==> src/include/sar_seq_pkg.sv <==
// Constants, types and field layout for the converter sequence controller
//
// Functional notes
// RULE_01 - A sequence performs one, four or eight conversions per length bits.
// RULE_02 - Multi-channel clear repeats one input; set steps across input channels.
// RULE_03 - Continuous bit restarts sequences back to back; clear runs one then idles.
// RULE_04 - Special convert makes channel select pick low, high or mid reference.
// RULE_05 - Three-bit channel field selects input; first scanned channel in multi mode.
// RULE_06 - Sample stage one lasts two module clocks, stage two four.
// RULE_07 - Final direct sample stage lasts 2, 4, 8 or 16 module clocks.
// RULE_08 - Sequences start or restart only on writes to control four or five.
// RULE_09 - Continuous runs stop on single sequence end, power-down, reset, stop, wait.
// RULE_10 - Sequence-complete flag sets when a whole sequence finishes.
// RULE_11 - Each result register has a complete flag set when it is loaded.
// RULE_12 - Optional interrupt on sequence completion; flags may be polled instead.
// RULE_13 - Binary search against trial levels held in an approximation register.
// RULE_14 - Conversion takes ten module clocks at 8 bits, twelve at 10 bits.
// RULE_15 - Result written to its register, left or right justified as configured.
// RULE_16 - Five-bit modulus prescaler divides by 1 to 32, then by two.
// RULE_17 - Module clock phase-related to peripheral clock; runs apart from bus cycles.
// RULE_18 - Registers form a block of sixteen 16-bit words.
// RULE_19 - Power-up bit resets to zero; clearing it aborts any running sequence.
// RULE_20 - Control four/five write aborts, clears flags and interrupt, starts anew.
// RULE_21 - Conversion n of a sequence goes to result register n.
package sar_seq_pkg;

  // Word offsets of the 16-word block, byte address is four times the index
  localparam logic [3:0] REG_CTRL2 = 4'h1; // power, wait, interrupt enable
  localparam logic [3:0] REG_CTRL3 = 4'h2; // eight-conversion length
  localparam logic [3:0] REG_CTRL4 = 4'h3; // resolution, sample time, prescaler
  localparam logic [3:0] REG_CTRL5 = 4'h4; // mode and channel
  localparam logic [3:0] REG_STAT = 4'h5; // flags
  localparam logic [3:0] REG_RES0 = 4'h8; // results 0..7 at 8..15

  // Control two fields
  localparam int CTL2_PWR = 7;
  localparam int CTL2_WAITPD = 6;
  localparam int CTL2_IE = 1;
  // Control three fields
  localparam int CTL3_S8 = 3;
  // Control four fields
  localparam int CTL4_RES10 = 7;
  localparam int CTL4_SMP = 5;
  localparam int CTL4_PRS = 0;
  // Control five fields
  localparam int CTL5_RJUST = 7;
  localparam int CTL5_SC = 5;
  localparam int CTL5_CONT = 4;
  localparam int CTL5_MULTI_CHANNEL_SELECT = 3;
  localparam int CTL5_SINGLE = 2;

  // Reset values
  localparam logic [7:0] CTL_RST = 8'h00;
  localparam logic [15:0] RES_RST = 16'h0000;

  // Stage lengths in module clocks
  localparam logic [4:0] STAGE1_CLKS = 5'h02;
  localparam logic [4:0] STAGE2_CLKS = 5'h04;
  localparam logic [4:0] CONV8_CLKS = 5'h0a;
  localparam logic [4:0] CONV10_CLKS = 5'h0c;
  localparam logic [4:0] SMP_BASE_CLKS = 5'h02;

  // Special reference and no-channel codes on the analog side
  localparam logic [3:0] SEL_LOW_REF = 4'hc;
  localparam logic [3:0] SEL_HIGH_REF = 4'hd;
  localparam logic [3:0] SEL_MID_REF = 4'he;
  localparam logic [3:0] SEL_NONE = 4'hf;

  typedef enum logic [2:0] {
    ST_IDLE = 3'b000,
    ST_STAGE1 = 3'b001,
    ST_STAGE2 = 3'b010,
    ST_STAGE3 = 3'b011,
    ST_CONVERT = 3'b100
  } seq_state_t;

  // Analog front-end controls
  typedef struct packed {
    logic [3:0] channel;
    logic sample_cap;
    logic amp_drive;
    logic direct;
    logic [9:0] trial;
  } analog_ctl_t;

endpackage

==> src/design/sar_adc_sequence_control.sv <==
// Sequencer, prescaler, binary search and APB register block of the converter
`timescale 1ns/10ps
module sar_adc_sequence_control
  import sar_seq_pkg::*;
(
  input wire logic CLOCK_I,
  input wire logic RST_B_I,
  input wire logic [31:0] PADDR_I,
  input wire logic PSEL_I,
  input wire logic PENABLE_I,
  input wire logic PWRITE_I,
  input wire logic [31:0] PWDATA_I,
  output logic [31:0] PRDATA_O,
  output logic PREADY_O,
  output logic PSLVERR_O,
  input wire logic COMP_I,
  input wire logic STOP_REQ_I,
  input wire logic WAIT_REQ_I,
  output analog_ctl_t ANALOG_O,
  output logic SEQ_IRQ_O
);

  logic [7:0] ctrl2;
  logic [7:0] ctrl3;
  logic [7:0] ctrl4;
  logic [7:0] ctrl5;
  logic [7:0] result_flags;
  logic seq_flag;
  logic [15:0] result [8];
  logic comp_meta;
  logic comp_sync;
  logic stop_meta;
  logic stop_sync;
  logic wait_meta;
  logic wait_sync;
  logic [4:0] pre_count;
  logic half_tick;
  logic mod_tick;
  seq_state_t state;
  logic [4:0] stage_count;
  logic [2:0] conv_index;
  logic [9:0] sar;
  logic [3:0] bit_pos;
  logic wr_access;
  logic rd_access;
  logic [3:0] word_idx;
  logic restart;
  logic halt;
  logic [4:0] smp_clks;
  logic [2:0] seq_last;
  logic [3:0] chan_sel;
  logic [15:0] justified;
  logic [9:0] final_sar;

  // Index of a register from an APB byte address
  function automatic logic [3:0] word_of(input logic [31:0] addr);
    word_of = addr[5:2]; // RULE_18
  endfunction

  // APB access decode; zero wait state slave
  assign wr_access = PSEL_I && PENABLE_I && PWRITE_I;
  assign rd_access = PSEL_I && !PENABLE_I && !PWRITE_I;
  assign word_idx = word_of(PADDR_I);
  assign restart = wr_access && (word_idx == REG_CTRL4 || word_idx == REG_CTRL5); // RULE_08
  // Abort conditions seen by the sequencer
  assign halt = !ctrl2[CTL2_PWR] || stop_sync || (wait_sync && ctrl2[CTL2_WAITPD]); // RULE_09

  // Pin inputs pass two flip-flops
  always_ff @(posedge CLOCK_I or negedge RST_B_I) begin
    if (!RST_B_I) begin
      comp_meta <= 1'b0;
      comp_sync <= 1'b0;
      stop_meta <= 1'b0;
      stop_sync <= 1'b0;
      wait_meta <= 1'b0;
      wait_sync <= 1'b0;
    end else begin
      comp_meta <= COMP_I;
      comp_sync <= comp_meta;
      stop_meta <= STOP_REQ_I;
      stop_sync <= stop_meta;
      wait_meta <= WAIT_REQ_I;
      wait_sync <= wait_meta;
    end
  end

  // Control registers; power bit resets low so module starts powered down
  always_ff @(posedge CLOCK_I or negedge RST_B_I) begin
    if (!RST_B_I) begin
      ctrl2 <= CTL_RST; // RULE_19
      ctrl3 <= CTL_RST;
      ctrl4 <= CTL_RST;
      ctrl5 <= CTL_RST;
    end else if (wr_access) begin
      case (word_idx)
        REG_CTRL2: ctrl2 <= PWDATA_I[7:0];
        REG_CTRL3: ctrl3 <= PWDATA_I[7:0];
        REG_CTRL4: ctrl4 <= PWDATA_I[7:0];
        REG_CTRL5: ctrl5 <= PWDATA_I[7:0];
        default: ;
      endcase
    end
  end

  // Prescaler: modulus count, then divide by two; clock enable tick keeps phase
  always_ff @(posedge CLOCK_I or negedge RST_B_I) begin
    if (!RST_B_I) begin
      pre_count <= 5'h00;
      half_tick <= 1'b0;
      mod_tick <= 1'b0;
    end else if (!ctrl2[CTL2_PWR]) begin
      pre_count <= 5'h00;
      half_tick <= 1'b0;
      mod_tick <= 1'b0;
    end else if (pre_count >= ctrl4[CTL4_PRS +: 5]) begin // RULE_16
      pre_count <= 5'h00;
      half_tick <= !half_tick;
      mod_tick <= half_tick; // RULE_17
    end else begin
      pre_count <= pre_count + 5'h01;
      mod_tick <= 1'b0;
    end
  end

  // Sample time of final stage: 2, 4, 8 or 16 module clocks
  assign smp_clks = SMP_BASE_CLKS << ctrl4[CTL4_SMP +: 2]; // RULE_07
  // Last index of sequence: 1, 4 or 8 conversions
  always_comb begin
    if (ctrl3[CTL3_S8]) begin
      seq_last = 3'h7; // RULE_01
    end else if (ctrl5[CTL5_SINGLE]) begin
      seq_last = 3'h0;
    end else begin
      seq_last = 3'h3;
    end
  end

  // Channel select; special convert picks internal references
  always_comb begin
    if (state == ST_IDLE) begin
      chan_sel = SEL_NONE;
    end else if (ctrl5[CTL5_SC]) begin
      case (ctrl5[1:0]) // RULE_04
        2'h0: chan_sel = SEL_LOW_REF;
        2'h1: chan_sel = SEL_HIGH_REF;
        default: chan_sel = SEL_MID_REF;
      endcase
    end else if (ctrl5[CTL5_MULTI_CHANNEL_SELECT]) begin
      chan_sel = {1'b0, ctrl5[2:0] + conv_index}; // RULE_02 RULE_05
    end else begin
      chan_sel = {1'b0, ctrl5[2:0]}; // RULE_05
    end
  end

  // Last decision falls on the store clock, so apply it before storing
  always_comb begin
    final_sar = sar;
    if (stage_count >= 5'h02 && bit_pos != 4'hf && !comp_sync) begin
      final_sar[bit_pos] = 1'b0; // RULE_13
    end
  end

  // Justify final value: left keeps MSB at bit 15
  always_comb begin
    if (ctrl5[CTL5_RJUST]) begin
      justified = ctrl4[CTL4_RES10] ? {6'h00, final_sar} : {8'h00, final_sar[9:2]}; // RULE_15
    end else begin
      justified = ctrl4[CTL4_RES10] ? {final_sar, 6'h00} : {final_sar[9:2], 8'h00}; // RULE_15
    end
  end

  // Sequencer: three sample stages then binary search, per module clock
  always_ff @(posedge CLOCK_I or negedge RST_B_I) begin
    if (!RST_B_I) begin
      state <= ST_IDLE;
      stage_count <= 5'h00;
      conv_index <= 3'h0;
      sar <= 10'h000;
      bit_pos <= 4'h0;
    end else if (halt) begin
      state <= ST_IDLE; // RULE_09 RULE_19
    end else if (restart) begin
      state <= ST_STAGE1; // RULE_20
      stage_count <= 5'h00;
      conv_index <= 3'h0;
    end else if (mod_tick) begin
      case (state)
        ST_IDLE: ;
        ST_STAGE1: begin
          if (stage_count == STAGE1_CLKS - 5'h01) begin // RULE_06
            state <= ST_STAGE2;
            stage_count <= 5'h00;
          end else begin
            stage_count <= stage_count + 5'h01;
          end
        end
        ST_STAGE2: begin
          if (stage_count == STAGE2_CLKS - 5'h01) begin // RULE_06
            state <= ST_STAGE3;
            stage_count <= 5'h00;
          end else begin
            stage_count <= stage_count + 5'h01;
          end
        end
        ST_STAGE3: begin
          if (stage_count == smp_clks - 5'h01) begin
            state <= ST_CONVERT;
            stage_count <= 5'h00;
            sar <= 10'h200;
            bit_pos <= 4'h9;
          end else begin
            stage_count <= stage_count + 5'h01;
          end
        end
        ST_CONVERT: begin
          // Two settle clocks, then one decision per bit from MSB
          stage_count <= stage_count + 5'h01;
          if (stage_count >= 5'h02 && bit_pos != 4'hf) begin // RULE_13
            if (!comp_sync) begin
              sar[bit_pos] <= 1'b0;
            end
            if (bit_pos != 4'h0) begin
              sar[bit_pos - 4'h1] <= 1'b1;
            end
            bit_pos <= bit_pos - 4'h1;
          end
          if (stage_count == (ctrl4[CTL4_RES10] ? CONV10_CLKS : CONV8_CLKS) - 5'h01) begin // RULE_14
            stage_count <= 5'h00;
            if (conv_index == seq_last) begin
              conv_index <= 3'h0;
              state <= ctrl5[CTL5_CONT] ? ST_STAGE1 : ST_IDLE; // RULE_03 RULE_21
            end else begin
              conv_index <= conv_index + 3'h1;
              state <= ST_STAGE1;
            end
          end
        end
        default: state <= ST_IDLE;
      endcase
    end
  end

  // End of a conversion, on its last module clock
  logic conv_done;
  assign conv_done = mod_tick && !halt && !restart && state == ST_CONVERT
    && stage_count == (ctrl4[CTL4_RES10] ? CONV10_CLKS : CONV8_CLKS) - 5'h01;

  // 8-bit searches stop at bit 2; the justify step drops the lower bits before storing
  logic [15:0] store_val;
  assign store_val = justified;

  // Result registers and flags; a restart clear in the same cycle wins over a set
  always_ff @(posedge CLOCK_I or negedge RST_B_I) begin
    if (!RST_B_I) begin
      for (int i = 0; i < 8; i++) begin
        result[i] <= RES_RST;
      end
      result_flags <= 8'h00;
      seq_flag <= 1'b0;
    end else begin
      if (restart) begin
        result_flags <= 8'h00; // RULE_20
        seq_flag <= 1'b0;
      end else if (conv_done) begin
        result[conv_index] <= store_val; // RULE_15 RULE_21
        result_flags[conv_index] <= 1'b1; // RULE_11
        if (conv_index == seq_last) begin
          seq_flag <= 1'b1; // RULE_10
        end
      end
    end
  end

  // Read data; a result read leaves its flag set, as a poll does
  always_ff @(posedge CLOCK_I or negedge RST_B_I) begin
    if (!RST_B_I) begin
      PRDATA_O <= 32'h00000000;
    end else if (rd_access) begin
      if (word_idx >= REG_RES0) begin
        PRDATA_O <= {16'h0000, result[word_idx[2:0]]};
      end else begin
        case (word_idx)
          REG_CTRL2: PRDATA_O <= {24'h000000, ctrl2};
          REG_CTRL3: PRDATA_O <= {24'h000000, ctrl3};
          REG_CTRL4: PRDATA_O <= {24'h000000, ctrl4};
          REG_CTRL5: PRDATA_O <= {24'h000000, ctrl5};
          REG_STAT: PRDATA_O <= {16'h0000, seq_flag, 7'h00, result_flags};
          default: PRDATA_O <= 32'h00000000;
        endcase
      end
    end
  end

  // Ready and error are fixed; unmapped words simply read zero
  always_ff @(posedge CLOCK_I or negedge RST_B_I) begin
    if (!RST_B_I) begin
      PREADY_O <= 1'b0;
      PSLVERR_O <= 1'b0;
    end else begin
      PREADY_O <= 1'b1;
      PSLVERR_O <= 1'b0;
    end
  end

  // Analog control outputs and interrupt, all registered
  always_ff @(posedge CLOCK_I or negedge RST_B_I) begin
    if (!RST_B_I) begin
      ANALOG_O <= '0;
      SEQ_IRQ_O <= 1'b0;
    end else begin
      ANALOG_O.channel <= chan_sel;
      ANALOG_O.sample_cap <= state == ST_STAGE1; // RULE_06
      ANALOG_O.amp_drive <= state == ST_STAGE2; // RULE_06
      ANALOG_O.direct <= state == ST_STAGE3; // RULE_07
      ANALOG_O.trial <= (state == ST_CONVERT) ? sar : 10'h000; // RULE_13
      SEQ_IRQ_O <= seq_flag && ctrl2[CTL2_IE]; // RULE_12
    end
  end

endmodule // sar_adc_sequence_control

==> config.mk <==
export PLATFORM = sky130hd
export DESIGN_NAME = sar_adc_sequence_control
export DESIGN_NICKNAME = d
export VERILOG_FILES = /design/src/include/sar_seq_pkg.sv /design/src/design/sar_adc_sequence_control.sv
export SDC_FILE = /design/constraint.sdc
export NUM_CORES = 1
export LEC_CHECK = 0
export ABC_AREA = 1
export BUFFER_PORTS_ARGS = -buffer_cell sky130_fd_sc_hd__buf_2
export CAP_MARGIN = 5
export CORE_AREA = 2 2 166 168
export CTS_CLUSTER_SIZE = 12
export DETAILED_ROUTE_END_ITERATION = 12
export DIE_AREA = 0 0 168 170
export HOLD_SLACK_MARGIN = 0.12
export PLACE_DENSITY_LB_ADDON = 0.12
export RECOVER_POWER = 100
export SYNTH_ARGS = -nofsm -noshare
export SYNTH_HDL_FRONTEND = slang
export SYNTH_SLANG_ARGS = --single-unit
export TNS_END_PERCENT = 30
==> constraint.sdc <==
create_clock -name CLOCK_I -period 2.94 [get_ports CLOCK_I]
set_input_delay 0.441 -clock CLOCK_I [delete_from_list [all_inputs] [get_ports CLOCK_I]]
set_output_delay 0.441 -clock CLOCK_I [all_outputs]
set_load 0.02 [all_outputs]
==> results of run 1 <==
[cells in the final DEF (no fill, tap or decap), drive strengths merged]
master and n:
o211ai 3, or2 9, clkinv 4, nand3b 1, o21ai 106, bufinv 3
dfrtp 242, xnor2 3, a21boi 4, nor3 11, inv 130, nand4 20
a21oi 20, buf 44, dlygate4sd3 4, nor2 130, o221ai 3, a22oi 12
fa 1, nand3 103, ha 17, nand2 679, conb 18, o21a 1
clkbuf 99, xor2 7, a21o 1, o22ai 1
[registers in the layout, indices dropped and copies added, names as in the netlist, 4 cells and up]
register and cells:
ANALOG_O 17, PRDATA_O 16, bit_pos 4, ctrl2 8
ctrl3 8, ctrl4 8, ctrl5 8, pre_count 5
result 128, result_flags 8, sar 10, stage_count 5
[where the power goes]
part / internal [mW] / switching [mW] / total (mW) / leakage, nW
Combinational: 0.157 / 0.385 / 0.541 / 3.43
Clock: 2.18 / 1.36 / 3.53 / 0.464
Sequential: 3.44 / 0.0789 / 3.51 / 3.18
[worst max path at each step]
| stage | to | cells past startpoint | slack, ps | startpoint |
|---|---|---|---|---|
| 2_1_floorplan | result_flags[0]$_DFFE_PN0P_ | 10 | 1130 | PADDR_I[2] |
| 3_3_place_gp | result[30]$_DFFE_PN0P_ | 10 | 530 | PADDR_I[5] |
| 3_5_place_dp | result[76]$_DFFE_PN0P_ | 10 | 470 | PADDR_I[5] |
| 4_1_cts | result[16]$_DFFE_PN0P_ | 9 | 630 | ctrl2[7]$_DFFE_PN0P_ |
| 5_1_grt | result_flags[2]$_DFFE_PN0P_ | 12 | 230 | PADDR_I[5] |
| 6_report | result_flags[6]$_DFFE_PN0P_ | 12 | 460 | PADDR_I[5] |
[final cells by class]
type	instances	area (µm²)
Fill cell	2637	13090
Multi-Input combinational cell	1150	5042
Clock buffer	43	825.8
Inverter	130	488.0
Tap cell	341	426.7
Clock inverter	7	113.9
Sequential cell	242	6056
Timing Repair Buffer	104	608.1
[through the flow]
stage | std cells | util
3_3_place_gp | 1963 | 0.4767
6_report | 2017 | 0.5088
5_1_grt | 2017 | 0.5088
2_1_floorplan | 1589 | -
4_1_cts | 2017 | 0.5135
3_5_place_dp | 1963 | 0.4767
[routing by layer]
metal | wire, µm | global-route usage
met3 | 1542 | 0.03047
met4 | 1117 | 0.08544
met5 | 0 | 0
met2 | 16020 | 0.4157
met1 | 15010 | 0.3239
[critical path: stages]
cell	delay, ps
clkbuf_1	540
nor2_1	110
nand2_1	180
clkbuf_1	310
inv_1	200
nand2_1	130
nand2_1	150
nor2_1	380
nand2_1	170
nor2_1	180
nand2_1	70
o21ai_0	70
[what timing repair did]
item	4_1_cts	5_1_grt
endpoints found under the setup margin	0	0
resized for setup	0	0
endpoints found under the hold margin	58	0
hold buffers	4	0
[cells by family (layout without fill, tap and decap cells)]
group / count (synthesis) / count (layout) / share of synthesized area
buffers and inverters: 197 / 284 / 0.06947
flip-flops: 242 / 242 / 0.5102
adder cells (fa/ha/maj): 18 / 18 / 0.01961
AND/OR/NAND/NOR: 953 / 953 / 0.3232
other: 2 / 18 / 0.0006327
AO/OA/AOI/OAI: 151 / 151 / 0.06947
XOR/XNOR: 10 / 10 / 0.007380
==> results.cfg, run 1 <==
[clock_tree]
tritoncts = done
htreeDepth = 1
clk_latency_ps = 540
path_clk_slew_ps = 60
root_buffer = clkbuf_16
cts_buffers = 27
clockBufferDepth = 3
cts.sinks = 242
cts_setup_buffers = 0

[worst_setup_path]
rr_startpoint = state[1]$_DFFE_PN0P_
cp.arrival_ps = 2940
end_kind = flop
r2r_end = sar[6]$_DFFE_PN0P_
path_class = input pin to flop
r2r_cells = 9
rrSetupSlack_ps = 510
start_kind = input pin
worstPathRequired_ps = 3400
crit_path_max_fanout = 12

[timing]
fin_setup_tns_ps = 0
grt_setup_unrepaired = false
max_slew_margin = -0.04639
setup_ws_ps = 464.8
timing.final.crit_share = 0.8419
finalHoldViolCount = 0
setup_viol = 0
min_period_ps = 2475
tightest_slew_ps = 1570
worst_hold_slack_ps = 214.9
max_freq_ghz = 0.4040
slew_viol_final = 56
fin_worst_skew_ps = 11.60

[place]
routabilityCongestion = 0.8837
place_ws_ps = 473.0
port_buffers = 54
dpl_cell_area_mm2 = 0.01270
dp_hpwl_um = 22690

[synthesis]
syn_avg_cell_area_um2 = 7.545
synth_top_area_share = 0.5102
ys_top_cells_by_area = dfrtp_1, nand2_1, o21ai_0, nand3_1, inv_1
synth_top_area_cell = dfrtp_1
ys_warn_count = 0
netlist_instances = 1573
synth_common_cells = nand2_1, dfrtp_1, inv_1
synth_cell_type_count = 34
synth-main-ff-cell = dfrtp_1
synth_edf_count = 0
synthArstFlopShare = 1.000
synth_seq_area_share = 0.5102
synth.most_common_cell = nand2_1
synth_seq_cells = 242
syn_area_mm2 = 0.01187

[grt]
grt_pass1_wl_um = 55000
grt_max_degree = 69
grt_pass1_vias = 10120
grt_util_all_layers = 0.2444
gr-total-overflow = 0
antenna_found_initial = 0

[floorplan]
num_rows = 60
dieArea_mm2 = 0.02856
initial_core_util = 0.4454
die_h_um = 170
coreArea_mm2 = 0.02665
ios = 124
fp.dieW_um = 168

[outcome]
failed_checks = max-capacitance violations, max-slew violations
status = finished with violations

[hold_path]
hold_path_depth = 3
hp-class = input pin to flop
hold_end = ctrl3[5]$_DFFE_PN0P_
min_from = PWDATA_I[5]

[power_and_ir_drop]
total_power_mw = 7.589
ir_drop_mv = 0.4162
powerDensity_mw_per_mm2 = 559.6
p_leak_nw = 7.079

[cells_and_area]
drive_gt1_frac = 0.06921
final_nets = 1745
antenna_cells = 0
finalInstanceArea_mm2 = 0.01356
area_delta_synth_final_pct = 14.25

[routing]
wl_per_cell_um = 16.70
drt_iter0_markers = 810
avgViaCountPerCell = 5.061
dr.pass1.iters = 5
postRouteAntennaNets = 0
drc = 0
vias = 10210
routed_wl_um = 33690

[run]
drv_cap = 1
(Power assumes the default switching activity.)
==> inputs of run 2 (changes only) <==
clock period = 2 ns   (was 2.94 ns; I/O delays follow)
==> run 2 against run 1 <==
Net effect:
- the flow now finishes without violations
- critical path depth decreased by 2
- global-route usage increased by 0.35 points
- sequential power increased by 47%
- register-to-register slack got worse by 380 ps
- setup slack got worse by 330 ps
- power increased by 42%
- hold slack improved by 63 ps
- critical path type is now flop to flop
- highest routed layer unchanged
==> results.cfg, run 2 (same netlist as run 1, synthesis figures left out) <==
[outcome]
status = finished clean

[cells_and_area]
drive_gt1_frac = 0.1165
max_flop_register = result
largest_reg_flops = 128
mostFrequentLayoutCells = nand2_1, dfrtp_1, inv_1
top_regs = result (128), ANALOG_O (17), PRDATA_O (16)
area_delta_synth_final_pct = 20.30
n_fill_cell = 2599
layout_commonest_cell = nand2_1
final_nets = 1821
finalInstanceArea_mm2 = 0.01428
utilization = 0.5358

[worst_setup_path]
crit_path_max_fanout = 20
path_class = flop to flop
worstPathRequired_ps = 2450
end_kind = flop
cp_slowest_stage_delay_ps = 340
start_kind = flop
cp.arrival_ps = 2310
crit_slowest_cell = dfrtp_1
path_cells = inv_1 > nor2_1 > nand2_1 > nor2_2 > nand4_4 > buf_12 > nor2_1 > buf_12 > nand2_1 > o21ai_0
r2r_cells = 10

[power_and_ir_drop]
total_power_mw = 10.75
powerDensity_mw_per_mm2 = 752.6
p_leak_nw = 7.426
ir_drop_mv = 0.5655

[clock_tree]
clockBufferDepth = 3
cts.sinks = 242
path_clk_slew_ps = 60
tritoncts = done
cts_buffers = 27
root_buffer = clkbuf_16
clk_latency_ps = 540
htreeDepth = 1

[timing]
max_freq_ghz = 0.5360
setup_ws_ps = 134.2
min_period_ps = 1866
finalHoldViolCount = 0
worst_hold_slack_ps = 278.2
tightest_slew_ps = 902.5
fin_worst_skew_ps = 13.54
setup_viol = 0
timing.final.crit_share = 0.9329
slew_viol_final = 0
max_slew_margin = 0.3983

[hold_path]
hp-class = input pin to async pin

[run]
drv_cap = 0

[routing]
drt_iter0_markers = 856
avgViaCountPerCell = 5.059
drc = 0
postRouteAntennaNets = 0
wl_per_cell_um = 16.54
vias = 10590
dr.pass1.iters = 7
routed_wl_um = 34610

[grt]
grt_pass1_vias = 10140
grt_pass1_wl_um = 55860
gr-total-overflow = 0
grt_max_degree = 64
grt_util_all_layers = 0.2479
antenna_found_initial = 1

[floorplan]
fp.dieW_um = 168
ios = 124
initial_core_util = 0.4454
coreArea_mm2 = 0.02665
num_rows = 60
die_h_um = 170
dieArea_mm2 = 0.02856

[place]
place_ws_ps = -236.1
routabilityCongestion = 0.8871
port_buffers = 54
dp_hpwl_um = 23590
dpl_cell_area_mm2 = 0.01328
-- run 2: cell count changes in the layout (fill, tap and decap cells not counted), moves of 4 or more --
cell	change
clkbuf_2	-4
dlygate4sd3_1	+8
nand2_2	+8
clkbuf_4	+4
buf_12	+9
nor2_1	-5
buf_4	+51
nor2_4	+6
nand2_1	-9
-- run 2: layout make-up --
cell class | instances | area [µm²] | share of cell area
antenna | 1 | 2.502 | 0.0001753
clock buffer | 41 | 798.3 | 0.05591
clock inverter | 8 | 48.80 | 0.003417
inverter | 130 | 490.5 | 0.03435
multi-input combinational | 1150 | 5134 | 0.3595
sequential | 242 | 6058 | 0.4243
tap | 341 | 426.7 | 0.02988
timing repair buffer | 180 | 1320 | 0.09245
-- run 2: worst max-delay path, delay by kind of cell (launching register included) --
kind / cells / cell delay, ps
simple gates: 6 / 900
compound gates: 1 / 80
flops: 1 / 340
buf+inv: 3 / 450
-- run 2: per-layer routing --
layer | share of wire | global-route usage
met1 | 0.45 | 0.3402
met2 | 0.48 | 0.4267
met3 | 0.055 | 0.02791
met4 | 0.018 | 0.05180
met5 | 0 | 0
-- run 2: per-stage QoR --
stage | std cells | TNS (ps)
finish | 2093 | 0
floorplan | 1589 | 0
detailed placement | 2019 | -13950
CTS | 2080 | -4094
global placement | 2019 | -10240
global route | 2092 | -72.60
-- run 2: timing repair --
action	4_1_cts	5_1_grt
buffers inserted	0	12
pin swaps	0	9
setup endpoints to repair	98	128
gates resized for setup	8	24
hold endpoints to repair	93	0
hold buffers	12	0
-- run 2: path summary, 6_finish.rpt --
| check | start | end | slack, ps |
|---|---|---|---|
| max in group asynchronous | RST_B_I | ctrl5[5]$_DFFE_PN0P_ | 420 |
| hold / removal | RST_B_I | result[73]$_DFFE_PN0P_ | 280 |
| hold reg to reg | wait_meta$_DFF_PN0_ | wait_sync$_DFF_PN0_ | 350 |
| setup reg to reg | ctrl2[7]$_DFFE_PN0P_ | result[65]$_DFFE_PN0P_ | 130 |
| setup / recovery | ctrl2[7]$_DFFE_PN0P_ | result[65]$_DFFE_PN0P_ | 130 |
| min in group CLOCK_I | PADDR_I[5] | PRDATA_O[0]$_DFFE_PN0P_ | 340 |
-- run 2: power by group --
group | internal, mW | switching, mW
Combinational | 0.277 | 0.591
Sequential | 5.05 | 0.102
Clock | 2.74 | 1.98
Total | 8.07 | 2.68
==> inputs of run 3 (changes only) <==
--- a/constraint.sdc
+++ b/constraint.sdc
@@ -3,2 +3,2 @@
 set_output_delay 0.3 -clock CLOCK_I [all_outputs]
-set_load 0.02 [all_outputs]
+set_load 0.1 [all_outputs]
==> run 3 against run 2 <==
Net effect:
- sequential cell count did not move
- register-to-register slack barely moved
- combinational power rose by 47%
- setup slack improved by 11 ps
- hold slack improved by 4.2 ps
- critical path depth rose by 1
- via count fell by 0.49%
- non-clock buffer count did not move
- sequential power barely moved
- clock power barely moved
- design area rose by 0.31%
- largest cell class unchanged
==> results.cfg, run 3 (same netlist as run 1, synthesis figures left out) <==
[floorplan]
dieArea_mm2 = 0.02856
initial_core_util = 0.4454
ios = 124
coreArea_mm2 = 0.02665
die_h_um = 170
num_rows = 60
fp.dieW_um = 168

[timing]
timing.final.crit_share = 0.9273
max_slew_margin = 0.3862
tightest_slew_ps = 920.7
max_freq_ghz = 0.5392
setup_ws_ps = 145.3
slew_viol_final = 0
worst_hold_slack_ps = 282.4
finalHoldViolCount = 0
setup_viol = 0
fin_worst_skew_ps = 12.66
min_period_ps = 1855

[worst_setup_path]
crit_path_max_fanout = 8
worstPathRequired_ps = 2420
start_kind = flop
end_kind = flop
path_class = flop to flop
cp_slowest_stage_delay_ps = 440
cp.arrival_ps = 2280
crit_slowest_cell = dfrtp_2
rrSetupSlack_ps = 150
cp_num_buf_inv = 4
crit_family = simple AND/OR/NAND/NOR gates
path_cells = inv_2 > ha_2 > nand2_1 > inv_1 > nand3_2 > nand3b_1 > nand2_1 > nor2_1 > buf_12 > o21ai_0 > inv_1

[grt]
grt_pass1_wl_um = 55860
grt_max_degree = 64
gr-total-overflow = 0
grt_util_all_layers = 0.2479
grt_pass1_vias = 10140
antenna_found_initial = 1

[routing]
drc = 0
avgViaCountPerCell = 5.034
routed_wl_um = 34660
dr.pass1.iters = 7
drt_iter0_markers = 850
vias = 10540
postRouteAntennaNets = 0
wl_per_cell_um = 16.56

[outcome]
status = finished clean

[power_and_ir_drop]
p_leak_nw = 7.538
ir_drop_mv = 0.5656
powerDensity_mw_per_mm2 = 778.3

[hold_path]
hp-class = input pin to async pin

[cells_and_area]
largest_reg_flops = 128
stdcell_count = 2093
final_nets = 1821
mostFrequentLayoutCells = nand2_1, dfrtp_1, inv_1
max_flop_register = result
finalInstanceArea_mm2 = 0.01432
top_regs = result (128), ANALOG_O (17), PRDATA_O (16)
n_fill_cell = 2585
seq_area_mm2 = 0.006058
multi_input_area_mm2 = 0.005134
layout_commonest_cell = nand2_1
area_delta_synth_final_pct = 20.67
drive_gt1_frac = 0.1365
utilization = 0.5374

[place]
placedCellCount = 2019
port_buffers = 54
routabilityCongestion = 0.8871
dp_hpwl_um = 23590
dpl_cell_area_mm2 = 0.01328
place_ws_ps = -236.1

[clock_tree]
cts.sinks = 242
htreeDepth = 1
root_buffer = clkbuf_16
tritoncts = done
path_clk_slew_ps = 60
clk_latency_ps = 530
clockBufferDepth = 3
cts_buffers = 27

[run]
drv_cap = 0
==> run 3: cell count changes in the layout (fill, tap and decap cells not counted) <==
cell      change
clkbuf_2     +35
clkbuf_1     -35
==> run 3: power breakdown <==
part	internal (mW)	total [mW]	switching (mW)
combinational	0.288	1.28	0.996
clock	2.74	4.71	1.97
sequential	5.05	5.15	0.102
==> run 3: cell type report <==
type | count | share of cell area
sequential | 242 | 0.4230
multi-input combinational | 1150 | 0.3584
timing repair buffer | 180 | 0.09522
clock buffer | 41 | 0.05574
inverter | 130 | 0.03424
tap | 341 | 0.02979
clock inverter | 8 | 0.003407
antenna | 1 | 0.0001747
==> run 3: path summary, 6_finish.rpt <==
| check | endpoint | from | cells after the start |
|---|---|---|---|
| setup / recovery | result[58]$_DFFE_PN0P_ | bit_pos[0]$_DFFE_PN0P_ | 11 |
| hold / removal | result[73]$_DFFE_PN0P_ | RST_B_I | 2 |
| setup reg to reg | result[58]$_DFFE_PN0P_ | bit_pos[0]$_DFFE_PN0P_ | 11 |
| hold reg to reg | wait_sync$_DFF_PN0_ | wait_meta$_DFF_PN0_ | 0 |
| max in group asynchronous | ctrl5[5]$_DFFE_PN0P_ | RST_B_I | 3 |
| min in group CLOCK_I | PRDATA_O[0]$_DFFE_PN0P_ | PADDR_I[5] | 4 |
==> run 3: layer usage <==
metal	up-vias	track usage	wire (µm)
li1	5220	-	-
met1	4988	0.3402	15790
met2	282	0.4267	16530
met3	47	0.02791	1687
met4	0	0.05180	652
met5	-	0	0
==> run 3: repair_timing <==
action                                  in CTS  in global routing
gates resized for setup                      8                 24
endpoints found under the hold margin       93                  0
endpoints found under the setup margin      98                128
pin swaps                                    0                  9
setup buffers                                0                 12
hold buffers                                12                  0
==> run 3: through the flow <==
step           total power, mW  TNS [ps]
3_5_place_dp             6.530    -13950
3_3_place_gp             6.522    -10240
2_1_floorplan            6.107         0
4_1_cts                  11.29     -4094
6_report                 11.15         0
5_1_grt                  11.57    -72.60
